===== src/cedp_pkg.sv =====
// Package for the equalizer/driver control page: offsets, fields, codes, defaults, types.
// Assumes a single 10 MHz clock shared with the serial-port register access logic.
package cedp_pkg;

  // Register offsets on this page
  localparam logic [7:0] OFS_CTRL = 8'h00;
  localparam logic [7:0] OFS_STAT = 8'h01;
  localparam logic [7:0] OFS_OBS = 8'h02;
  localparam logic [7:0] OFS_THR = 8'h03;
  localparam logic [7:0] OFS_RSVD_LO = 8'h04;
  localparam logic [7:0] OFS_RSVD_HI = 8'h0B;

  // Page selection, as written to the shared page
  localparam logic [1:0] PAGE_CODE = 2'h1;

  // Field positions in the control register
  localparam int BIT_DSEL = 7;
  localparam int BIT_OVR = 5;
  localparam int BIT_PS_HI = 4;
  localparam int BIT_PS_LO = 3;
  localparam int BIT_SRST = 2;

  // Power-save field codes
  localparam logic [1:0] PS_AUTO = 2'h0;
  localparam logic [1:0] PS_NEVER = 2'h1;
  localparam logic [1:0] PS_RSVD = 2'h2;
  localparam logic [1:0] PS_FORCE = 2'h3;

  // Detected rate codes
  localparam logic [2:0] RATE_SD = 3'h1;
  localparam logic [2:0] RATE_HD3G = 3'h2;

  // Values after reset, the write mask that drops the reset bit, and the fixed status bits
  localparam logic [7:0] RST_CTRL = 8'h08;
  localparam logic [7:0] RST_THR = 8'h3F;
  localparam logic [7:0] SRST_MASK = 8'hFB;
  localparam logic [6:0] STAT_RSVD = 7'h40;

  // Status from the analog core, asynchronous to clk
  typedef struct packed {
    logic adapt_done;
    logic carrier;
    logic [2:0] rate;
    logic [5:0] level;
    logic [1:0] out_off;
  } cedp_analog_s;

  // One register access from the serial port
  typedef struct packed {
    logic valid;
    logic write;
    logic [7:0] addr;
    logic [7:0] wdata;
  } cedp_access_s;

  // Default of a reserved read-write register, by offset
  function automatic logic [7:0] cedp_rsvd_default(input logic [3:0] idx);
    case (idx)
      4'h6: cedp_rsvd_default = 8'hA0;
      4'h7: cedp_rsvd_default = 8'h24;
      4'h8: cedp_rsvd_default = 8'h27;
      4'h9: cedp_rsvd_default = 8'h01;
      4'hA: cedp_rsvd_default = 8'h05;
      4'hB: cedp_rsvd_default = 8'h37;
      default: cedp_rsvd_default = 8'h00;
    endcase
  endfunction

endpackage


===== src/cedp_page_regs.sv =====
// Control and status page of the equalizer and its two output drivers.
// Assumes register accesses arrive on clk from the serial-port logic, with page selection
// supplied from the shared page, and analog status arriving asynchronously.
`timescale 1ns/100ps
module cedp_page_regs
  import cedp_pkg::*;
(
  // Clock and reset
  input wire logic clk,
  input wire logic rst_n,
  // Page selection from the shared page
  input wire logic page_select_enable,
  input wire logic [1:0] page_select,
  // Register access
  input wire cedp_access_s acc,
  output logic [7:0] rd_data,
  output logic rd_valid,
  // Analog core status
  input wire cedp_analog_s analog_in,
  // Pins and driver controls
  output logic detect_indicator_pin_n,
  output logic eq_power_save,
  output logic first_output_drive_en,
  output logic second_output_drive_en,
  output logic first_output_silenced_flag,
  output logic second_output_silenced_flag
);

  // Reset release
  logic rst_meta_q;
  logic rst_sync_q;
  logic rst_in_n;

  // Registers
  logic [7:0] ctrl_q;
  logic [7:0] ctrl_d;
  logic [7:0] thr_q;
  logic [7:0] thr_d;
  logic [7:0] rsvd_q [4:11];
  logic [7:0] rd_data_q;
  logic [7:0] rd_data_d;
  logic rd_valid_q;
  logic power_save_q;
  logic [1:0] mute_q;
  logic detect_n_q;

  // Decode wires
  cedp_analog_s ana_s;
  logic page_hit;
  logic wr_en;
  logic rd_en;
  logic wr_ctrl;
  logic wr_thr;
  logic wr_rsvd;
  logic soft_rst;
  logic [3:0] acc_idx;
  logic ps_now;
  logic [1:0] mute_now;
  logic detect_src;
  logic [7:0] stat_val;
  logic [7:0] obs_val;

  // Release reset through two flops
  always_ff @(posedge clk or negedge rst_n) begin
    if (!rst_n) begin
      rst_meta_q <= 1'b0;
      rst_sync_q <= 1'b0;
    end else begin
      rst_meta_q <= 1'b1;
      rst_sync_q <= rst_meta_q;
    end
  end

  assign rst_in_n = rst_sync_q;

  // Analog status enters the clock domain
  cedp_sync #(
    .W($bits(cedp_analog_s))
  ) u_sync (
    .clk(clk),
    .rst_n(rst_in_n),
    .d_async(analog_in),
    .q_sync(ana_s)
  );

  // Access is served only while this page is selected
  assign page_hit = acc.valid && page_select_enable && (page_select == PAGE_CODE);
  assign wr_en = page_hit && acc.write;
  assign rd_en = page_hit && !acc.write;
  assign acc_idx = acc.addr[3:0];

  // Write decode; status registers have no write path
  assign wr_ctrl = wr_en && (acc.addr == OFS_CTRL);
  assign wr_thr = wr_en && (acc.addr == OFS_THR);
  assign wr_rsvd = wr_en && (acc.addr >= OFS_RSVD_LO) && (acc.addr <= OFS_RSVD_HI);
  assign soft_rst = wr_ctrl && acc.wdata[BIT_SRST];

  // Next values; the reset bit never stores
  assign ctrl_d = wr_ctrl ? (acc.wdata & SRST_MASK) : ctrl_q;
  assign thr_d = wr_thr ? acc.wdata : thr_q;

  // Power-save and mute decision
  cedp_mute_ctrl u_mute (
    .override_en(ctrl_q[BIT_OVR]),
    .ps_field(ctrl_q[BIT_PS_HI:BIT_PS_LO]),
    .threshold(thr_q[5:0]),
    .carrier(ana_s.carrier),
    .level(ana_s.level),
    .out_off(ana_s.out_off),
    .power_save(ps_now),
    .mute(mute_now)
  );

  // Detect pin source selection
  assign detect_src = ctrl_q[BIT_DSEL] ? ana_s.carrier : ana_s.adapt_done;

  // Status and observation read values
  assign stat_val = {STAT_RSVD, ana_s.adapt_done};
  assign obs_val = {1'b0, ana_s.carrier, ana_s.rate, power_save_q, mute_q};

  // Read mux; unmapped offsets read zero
  assign rd_data_d = (acc.addr == OFS_CTRL) ? ctrl_q :
                     (acc.addr == OFS_STAT) ? stat_val :
                     (acc.addr == OFS_OBS) ? obs_val :
                     (acc.addr == OFS_THR) ? thr_q :
                     ((acc.addr >= OFS_RSVD_LO) && (acc.addr <= OFS_RSVD_HI)) ? rsvd_q[acc_idx] : 8'h00;

  // Control and threshold registers
  always_ff @(posedge clk or negedge rst_in_n) begin
    if (!rst_in_n) begin
      ctrl_q <= RST_CTRL;
      thr_q <= RST_THR;
    end else if (soft_rst) begin
      ctrl_q <= RST_CTRL;
      thr_q <= RST_THR;
    end else begin
      ctrl_q <= ctrl_d;
      thr_q <= thr_d;
    end
  end

  // Reserved registers keep what is written
  always_ff @(posedge clk or negedge rst_in_n) begin
    if (!rst_in_n) begin
      for (int i = 4; i <= 11; i++) begin
        rsvd_q[i] <= cedp_rsvd_default(4'(i));
      end
    end else begin
      for (int i = 4; i <= 11; i++) begin
        if (soft_rst) begin
          rsvd_q[i] <= cedp_rsvd_default(4'(i));
        end else if (wr_rsvd && (acc_idx == 4'(i))) begin
          rsvd_q[i] <= acc.wdata;
        end
      end
    end
  end

  // Read answer, one cycle after the request
  always_ff @(posedge clk or negedge rst_in_n) begin
    if (!rst_in_n) begin
      rd_data_q <= 8'h00;
      rd_valid_q <= 1'b0;
    end else begin
      rd_valid_q <= rd_en;
      if (rd_en) begin
        rd_data_q <= rd_data_d;
      end
    end
  end

  // Registered driver, power and pin state
  always_ff @(posedge clk or negedge rst_in_n) begin
    if (!rst_in_n) begin
      power_save_q <= 1'b1;
      mute_q <= 2'h3;
      detect_n_q <= 1'b1;
    end else begin
      power_save_q <= ps_now;
      mute_q <= mute_now;
      detect_n_q <= !detect_src;
    end
  end

  // Outputs; a muted driver stays at common mode
  assign rd_data = rd_data_q;
  assign rd_valid = rd_valid_q;
  assign detect_indicator_pin_n = detect_n_q;
  assign eq_power_save = power_save_q;
  assign first_output_drive_en = !mute_q[0];
  assign second_output_drive_en = !mute_q[1];
  assign first_output_silenced_flag = mute_q[0];
  assign second_output_silenced_flag = mute_q[1];
endmodule


===== src/cedp_sync.sv =====
// Two-flop synchroniser for a vector of asynchronous levels.
// Assumes each bit is a slow level; bits are not coherent with each other.
`timescale 1ns/100ps
module cedp_sync #(
  parameter int W = 1
) (
  // Clock and reset
  input wire logic clk,
  input wire logic rst_n,
  // Levels
  input wire logic [W-1:0] d_async,
  output logic [W-1:0] q_sync
);

  logic [W-1:0] meta_q;
  logic [W-1:0] sync_q;

  // Two stages, first read only by the second
  always_ff @(posedge clk or negedge rst_n) begin
    if (!rst_n) begin
      meta_q <= '0;
      sync_q <= '0;
    end else begin
      meta_q <= d_async;
      sync_q <= meta_q;
    end
  end

  assign q_sync = sync_q;

endmodule


===== src/cedp_mute_ctrl.sv =====
// Power-save and mute decision for the equalizer and both output drivers.
// Assumes synchronised analog status; result is combinational, registered by the caller.
`timescale 1ns/100ps
module cedp_mute_ctrl
  import cedp_pkg::*;
(
  // Control fields
  input wire logic override_en,
  input wire logic [1:0] ps_field,
  input wire logic [5:0] threshold,
  // Analog status
  input wire logic carrier,
  input wire logic [5:0] level,
  input wire logic [1:0] out_off,
  // Decisions
  output logic power_save,
  output logic [1:0] mute
);

  logic auto_ps;
  logic manual_ps;
  logic below_thr;

  // Automatic rule: save power when no input is seen
  assign auto_ps = !carrier;

  // Manual field, reserved code treated like the automatic one
  assign manual_ps = (ps_field == PS_FORCE) ? 1'b1 :
                     (ps_field == PS_NEVER) ? 1'b0 : auto_ps;

  assign power_save = override_en ? manual_ps : auto_ps;

  // Mute when level drops under the threshold, in power save, or powered down
  assign below_thr = (level < threshold);
  assign mute[0] = below_thr || power_save || out_off[0];
  assign mute[1] = below_thr || power_save || out_off[1];

endmodule


===== config.mk =====
export PLATFORM = sky130hd
export DESIGN_NAME = cedp_page_regs
export DESIGN_NICKNAME = d
export VERILOG_FILES = /design/src/cedp_pkg.sv /design/src/cedp_page_regs.sv /design/src/cedp_sync.sv /design/src/cedp_mute_ctrl.sv
export SDC_FILE = /design/constraint.sdc
export NUM_CORES = 1
export LEC_CHECK = 0
export BUFFER_PORTS_ARGS = -buffer_cell sky130_fd_sc_hd__buf_2
export CAP_MARGIN = 5
export CORE_MARGIN = 1
export CORE_UTILIZATION = 45
export DETAILED_ROUTE_END_ITERATION = 10
export HOLD_SLACK_MARGIN = 0.15
export PLACE_DENSITY = 0.74
export SLEW_MARGIN = 25
export SYNTH_ARGS = -nofsm -noshare
export SYNTH_HDL_FRONTEND = slang
export SYNTH_SLANG_ARGS = --single-unit

===== constraint.sdc =====
create_clock -name clk -period 3.25 [get_ports clk]
set_input_delay 0.65 -clock clk [delete_from_list [all_inputs] [get_ports clk]]
set_output_delay 0.65 -clock clk [all_outputs]
set_load 0.01 [all_outputs]

==> results summary <==
Following the worst setup path forward leads to its endpoint at thr_q[4]$_DFFE_PN1P_. The number of antenna-violating nets in the routed design came out at 0. The post-route worst setup slack is approximately 0.86 ns. The number of fillers in the final layout came out at approximately 960. The detailed router's first-iteration violation count came out at around 500. The final worst clock skew came out at between 0.005 and 0.006 ns. Dividing total power by cell area gives a power density of about 560 nW/um^2. The HPWL after detailed placement is between 9 and 10 mm.

Counting cells, the worst reg-to-reg path comes to 6. Yosys printed 0 warnings. CTS placed an instance of sky130_fd_sc_hd__clkbuf_16 at the clock tree root. The checks that failed: DRC.

The area growth from synthesis to layout is 18.5%. The first-pass GRT wire length is about 23 mm. The area enclosed by the die boundary is about 12000 sq um. The initial antenna violation count is 0. The summed instance area of the synthesized netlist is between 5000 and 6000 sq um. The post-layout total power came out at between 3 and 4 mW. Setup repair after global routing left no endpoint under its margin. The final period demand of the worst path is 2.39 ns. The core region area is approximately 12000 sq um. The internal power came out at about 2.8 mW. The most critical setup path has its startpoint at acc[13]. Using the TritonRoute via totals, the vias-per-cell ratio works out to between 5 and 6. The worst setup path is launched from a primary input. The number of instances in the synthesized netlist came out at around 540. Buffers added to address setup during post-CTS repair amount to 0. The worst setup path is of the primary input to flop kind. The share of total power consumed by net switching came out at 22.3%.

The worst min-delay path startpoint is analog_in[9]. In the final timing run, aggregate negative setup slack is 0 ns. The quantity of gates resized following cts is 0. The net switching power is 0.799 mW. The detailed-route via count came out at about 4400. The number of clock sinks is 120. The number of maximum-capacitance constraint violations came out at 0.

In the routed design, unresolved DRC markers number 6. The number of global-route vias before repair is roughly 4400. Among all cell types in the netlist, the one instantiated most often is sky130_fd_sc_hd__nand2_1. The global placement routability congestion came out at between 0.8 and 0.9.

The net count of the finished layout is between 600 and 700. The register bit count reported by yosys is 120. The finished cells cover roughly 6400 sq um. The proportion of power drawn by the clock network is 52.0%. The buffer depth of the longest clock path is 2. The worst setup path is captured at a flop. The pin count of the biggest net entering global routing is slightly above 50. Sorting the synthesized cells by area gives the leading types as sky130_fd_sc_hd__dfrtp_1 (43%), sky130_fd_sc_hd__dfstp_2 (13%), sky130_fd_sc_hd__mux2i_1 (8.7%). The slew at the pin closest to its max-slew limit is about 0.8 ns. The critical path arrival is roughly 2.7 ns. For this configuration, the core starts out at a cell density of 46.7%. In the final layout, the multi-input gates occupy 2170 sq um. In the final routed layout, each cell accounts on average for roughly 19 um.

Derived from the worst setup path, the maximum achievable clock frequency is ~420 MHz. The type of the tightest min-delay check is primary input to flop. The sequential group share of total power is ~43%.

The chip height came out at 112 um. The worst register-to-register path ends at mute_q[1]$_DFF_PN1_. When the netlist entered floorplanning its net count stood at just under 600. The number of inserted diodes is 0. The number of buffers created by CTS came out at 17. The cell area after placement came out at approximately 5800 sq um. At the later pin of the worst-skew pair, clock insertion delay measures just over 0.4 ns. The worst register-to-register path has a setup slack of 1.66 ns. After clock tree synthesis, the clock-pin slew on the worst setup and hold paths is about 0.05 ns. The die width is 112 um. OpenSTA, run right after detailed placement, puts the worst setup slack at 0.483 ns.

The overflow left after global routing came out at 0. The headroom to the max-slew limit came out at 47.7%. The quantity of I/O buffers inserted on ports came out at 50. The number of iterations in the first detailed-routing pass is 8. The number of hold violations in the final report is 0. Once layout is complete, the utilization of the core stands at ~55%. After synthesis, the most frequently instantiated cells are sky130_fd_sc_hd__nand2_1 (94), sky130_fd_sc_hd__dfrtp_1 (93), sky130_fd_sc_hd__o21ai_0 (68). The count of cell types in the netlist is 43. The average size of a mapped cell came out at roughly 10 sq um.

Along the worst path, the maximum fanout reaches 17. The area taken by flip-flops and latches came out at between 3000 and 4000 sq um. The floorplan has 39 rows. The portion of the clock cycle consumed by the worst path in the final layout came out at 73.6%. The leakage component of the power came out at between 2 and 3 nW. The area share of the largest cell type after synthesis came out at 43.0%. The largest total area in the synthesized netlist belongs to sky130_fd_sc_hd__dfrtp_1. STA puts the critical path data required time at 3.58 ns.

The number of pins with negative max-slew slack in the final report is 0. The CTS tree is done. The portion of total power attributed to combinational logic is between 4 and 5%. VDD sags by at most roughly 0.00034 V. The number of enable-type register cells in the synthesized netlist came out at 0. The I/O pin total came out at between 50 and 60.

The total setup violations reported at the end of the flow came out at 0. The flow ran to the end, but the final reports show violations. The CTS H-tree depth came out at 4. The fraction of synthesis flops using an asynchronous set or reset pin is 100%. The sequential-to-total area share from yosys stat came out at 56.2%.

The overall global routing resource usage came out at approximately a quarter. The reg-to-reg critical path startpoint is thr_q[1]$_DFFE_PN1P_. The share of final-layout standard cells stronger than drive strength 1 is about 23%. The wire length after detailed routing came out at roughly 14 mm. In the synthesized netlist the dominant register cell turns out to be sky130_fd_sc_hd__dfrtp_1.
==> metal layers <==
metal	up-vias	GRT usage [%]	wire, um	part of all wire [%]
met3	30	6.04	1200	8.5
met5	-	0	0	0
met1	2153	31.4	5890	42
met2	226	37.9	6660	47
li1	1986	-	-	-
met4	0	12.0	382	2.7
==> cell type report <==
type,count,share of cell area (%)
Timing Repair Buffer,66,5.82
Clock buffer,21,7.50
Tap cell,143,2.79
Inverter,12,0.703
Clock inverter,11,1.89
Multi-Input combinational cell,370,33.8
Sequential cell,120,47.5
==> placed cells by master, fill, tap and decap left out, drive strengths merged, types with 4 or more instances in the layout <==
cell type	instances
nand3	8
nand2	95
nor3	11
inv	12
clkinvlp	5
clkinv	4
dfrtp	93
o211ai	4
mux2i	47
ha	5
a21oi	47
o22ai	12
o31ai	6
buf	65
dfstp	27
clkbuf	21
a2bb2oi	6
o21ai	68
nor2	30
==> how the worst min path moves through the flow <==
| stage | endpoint | slack [ns] | cells after the start |
|---|---|---|---|
| 3_5_place_dp | u_sync.q_sync[1]$_DFF_PN0_ | 0.34 | 0 |
| 2_1_floorplan | rst_in_n$_DFF_PN0_ | 0.33 | 0 |
| 3_3_place_gp | u_sync.q_sync[0]$_DFF_PN0_ | 0.33 | 0 |
| 6_report | u_sync.meta_q[9]$_DFF_PN0_ | 0.34 | 1 |
| 5_1_grt | u_sync.meta_q[10]$_DFF_PN0_ | 0.32 | 1 |
| 4_1_cts | u_sync.meta_q[9]$_DFF_PN0_ | 0.33 | 1 |
==> power by group through the flow <==
stage | clock (mW) | sequential [mW] | combinational [mW]
after floorplan | 0 | 1.58 | 0.0884
after global placement | 0 | 1.57 | 0.168
after detailed placement | 0 | 1.57 | 0.172
after CTS | 1.88 | 1.55 | 0.173
after global routing | 1.95 | 1.55 | 0.189
final | 1.86 | 1.55 | 0.175
==> critical path, cell delays in order <==
cell and delay (ns):
sky130_fd_sc_hd__buf_2 0.11, sky130_fd_sc_hd__nor4_4 0.48, sky130_fd_sc_hd__nand2_2 0.19, sky130_fd_sc_hd__or3_1 0.42, sky130_fd_sc_hd__buf_4 0.20, sky130_fd_sc_hd__or2_1 0.45
sky130_fd_sc_hd__o211ai_1 0.22
==> kinds of logic (layout without fill, tap and decap cells) <==
logic type               Yosys count  in the layout  synth area share (%)
AND/OR/NAND/NOR                  161            161                  13.0
AO/OA/AOI/OAI                    153            153                  15.9
flip-flops                       120            120                  56.2
multiplexers                      50             50                  9.95
buffers and inverters             49            110                  3.77
adder cells (fa/ha/maj)            5              5                  1.16
other                              1              1                0.0694
==> sequential cells by signal, indices dropped and copies added, names as in the netlist, 2 cells and up <==
signal         flops
u_sync.meta_q     13
thr_q              8
mute_q             2
rsvd_q            64
u_sync.q_sync     13
rd_data            8
ctrl_q             7
==> through the flow <==
stage               cells  hold WS (ns)
CTS                   743         0.330
global placement      710         0.333
global route          743         0.322
detailed placement    710         0.336
finish                743         0.339
floorplan             539         0.331
==> repair_timing <==
action	in CTS	in global routing
setup endpoints to repair	0	0
endpoints found under the hold margin	2	0
hold buffers	1	0
No activity file was read; power rests on OpenSTA's default activity.
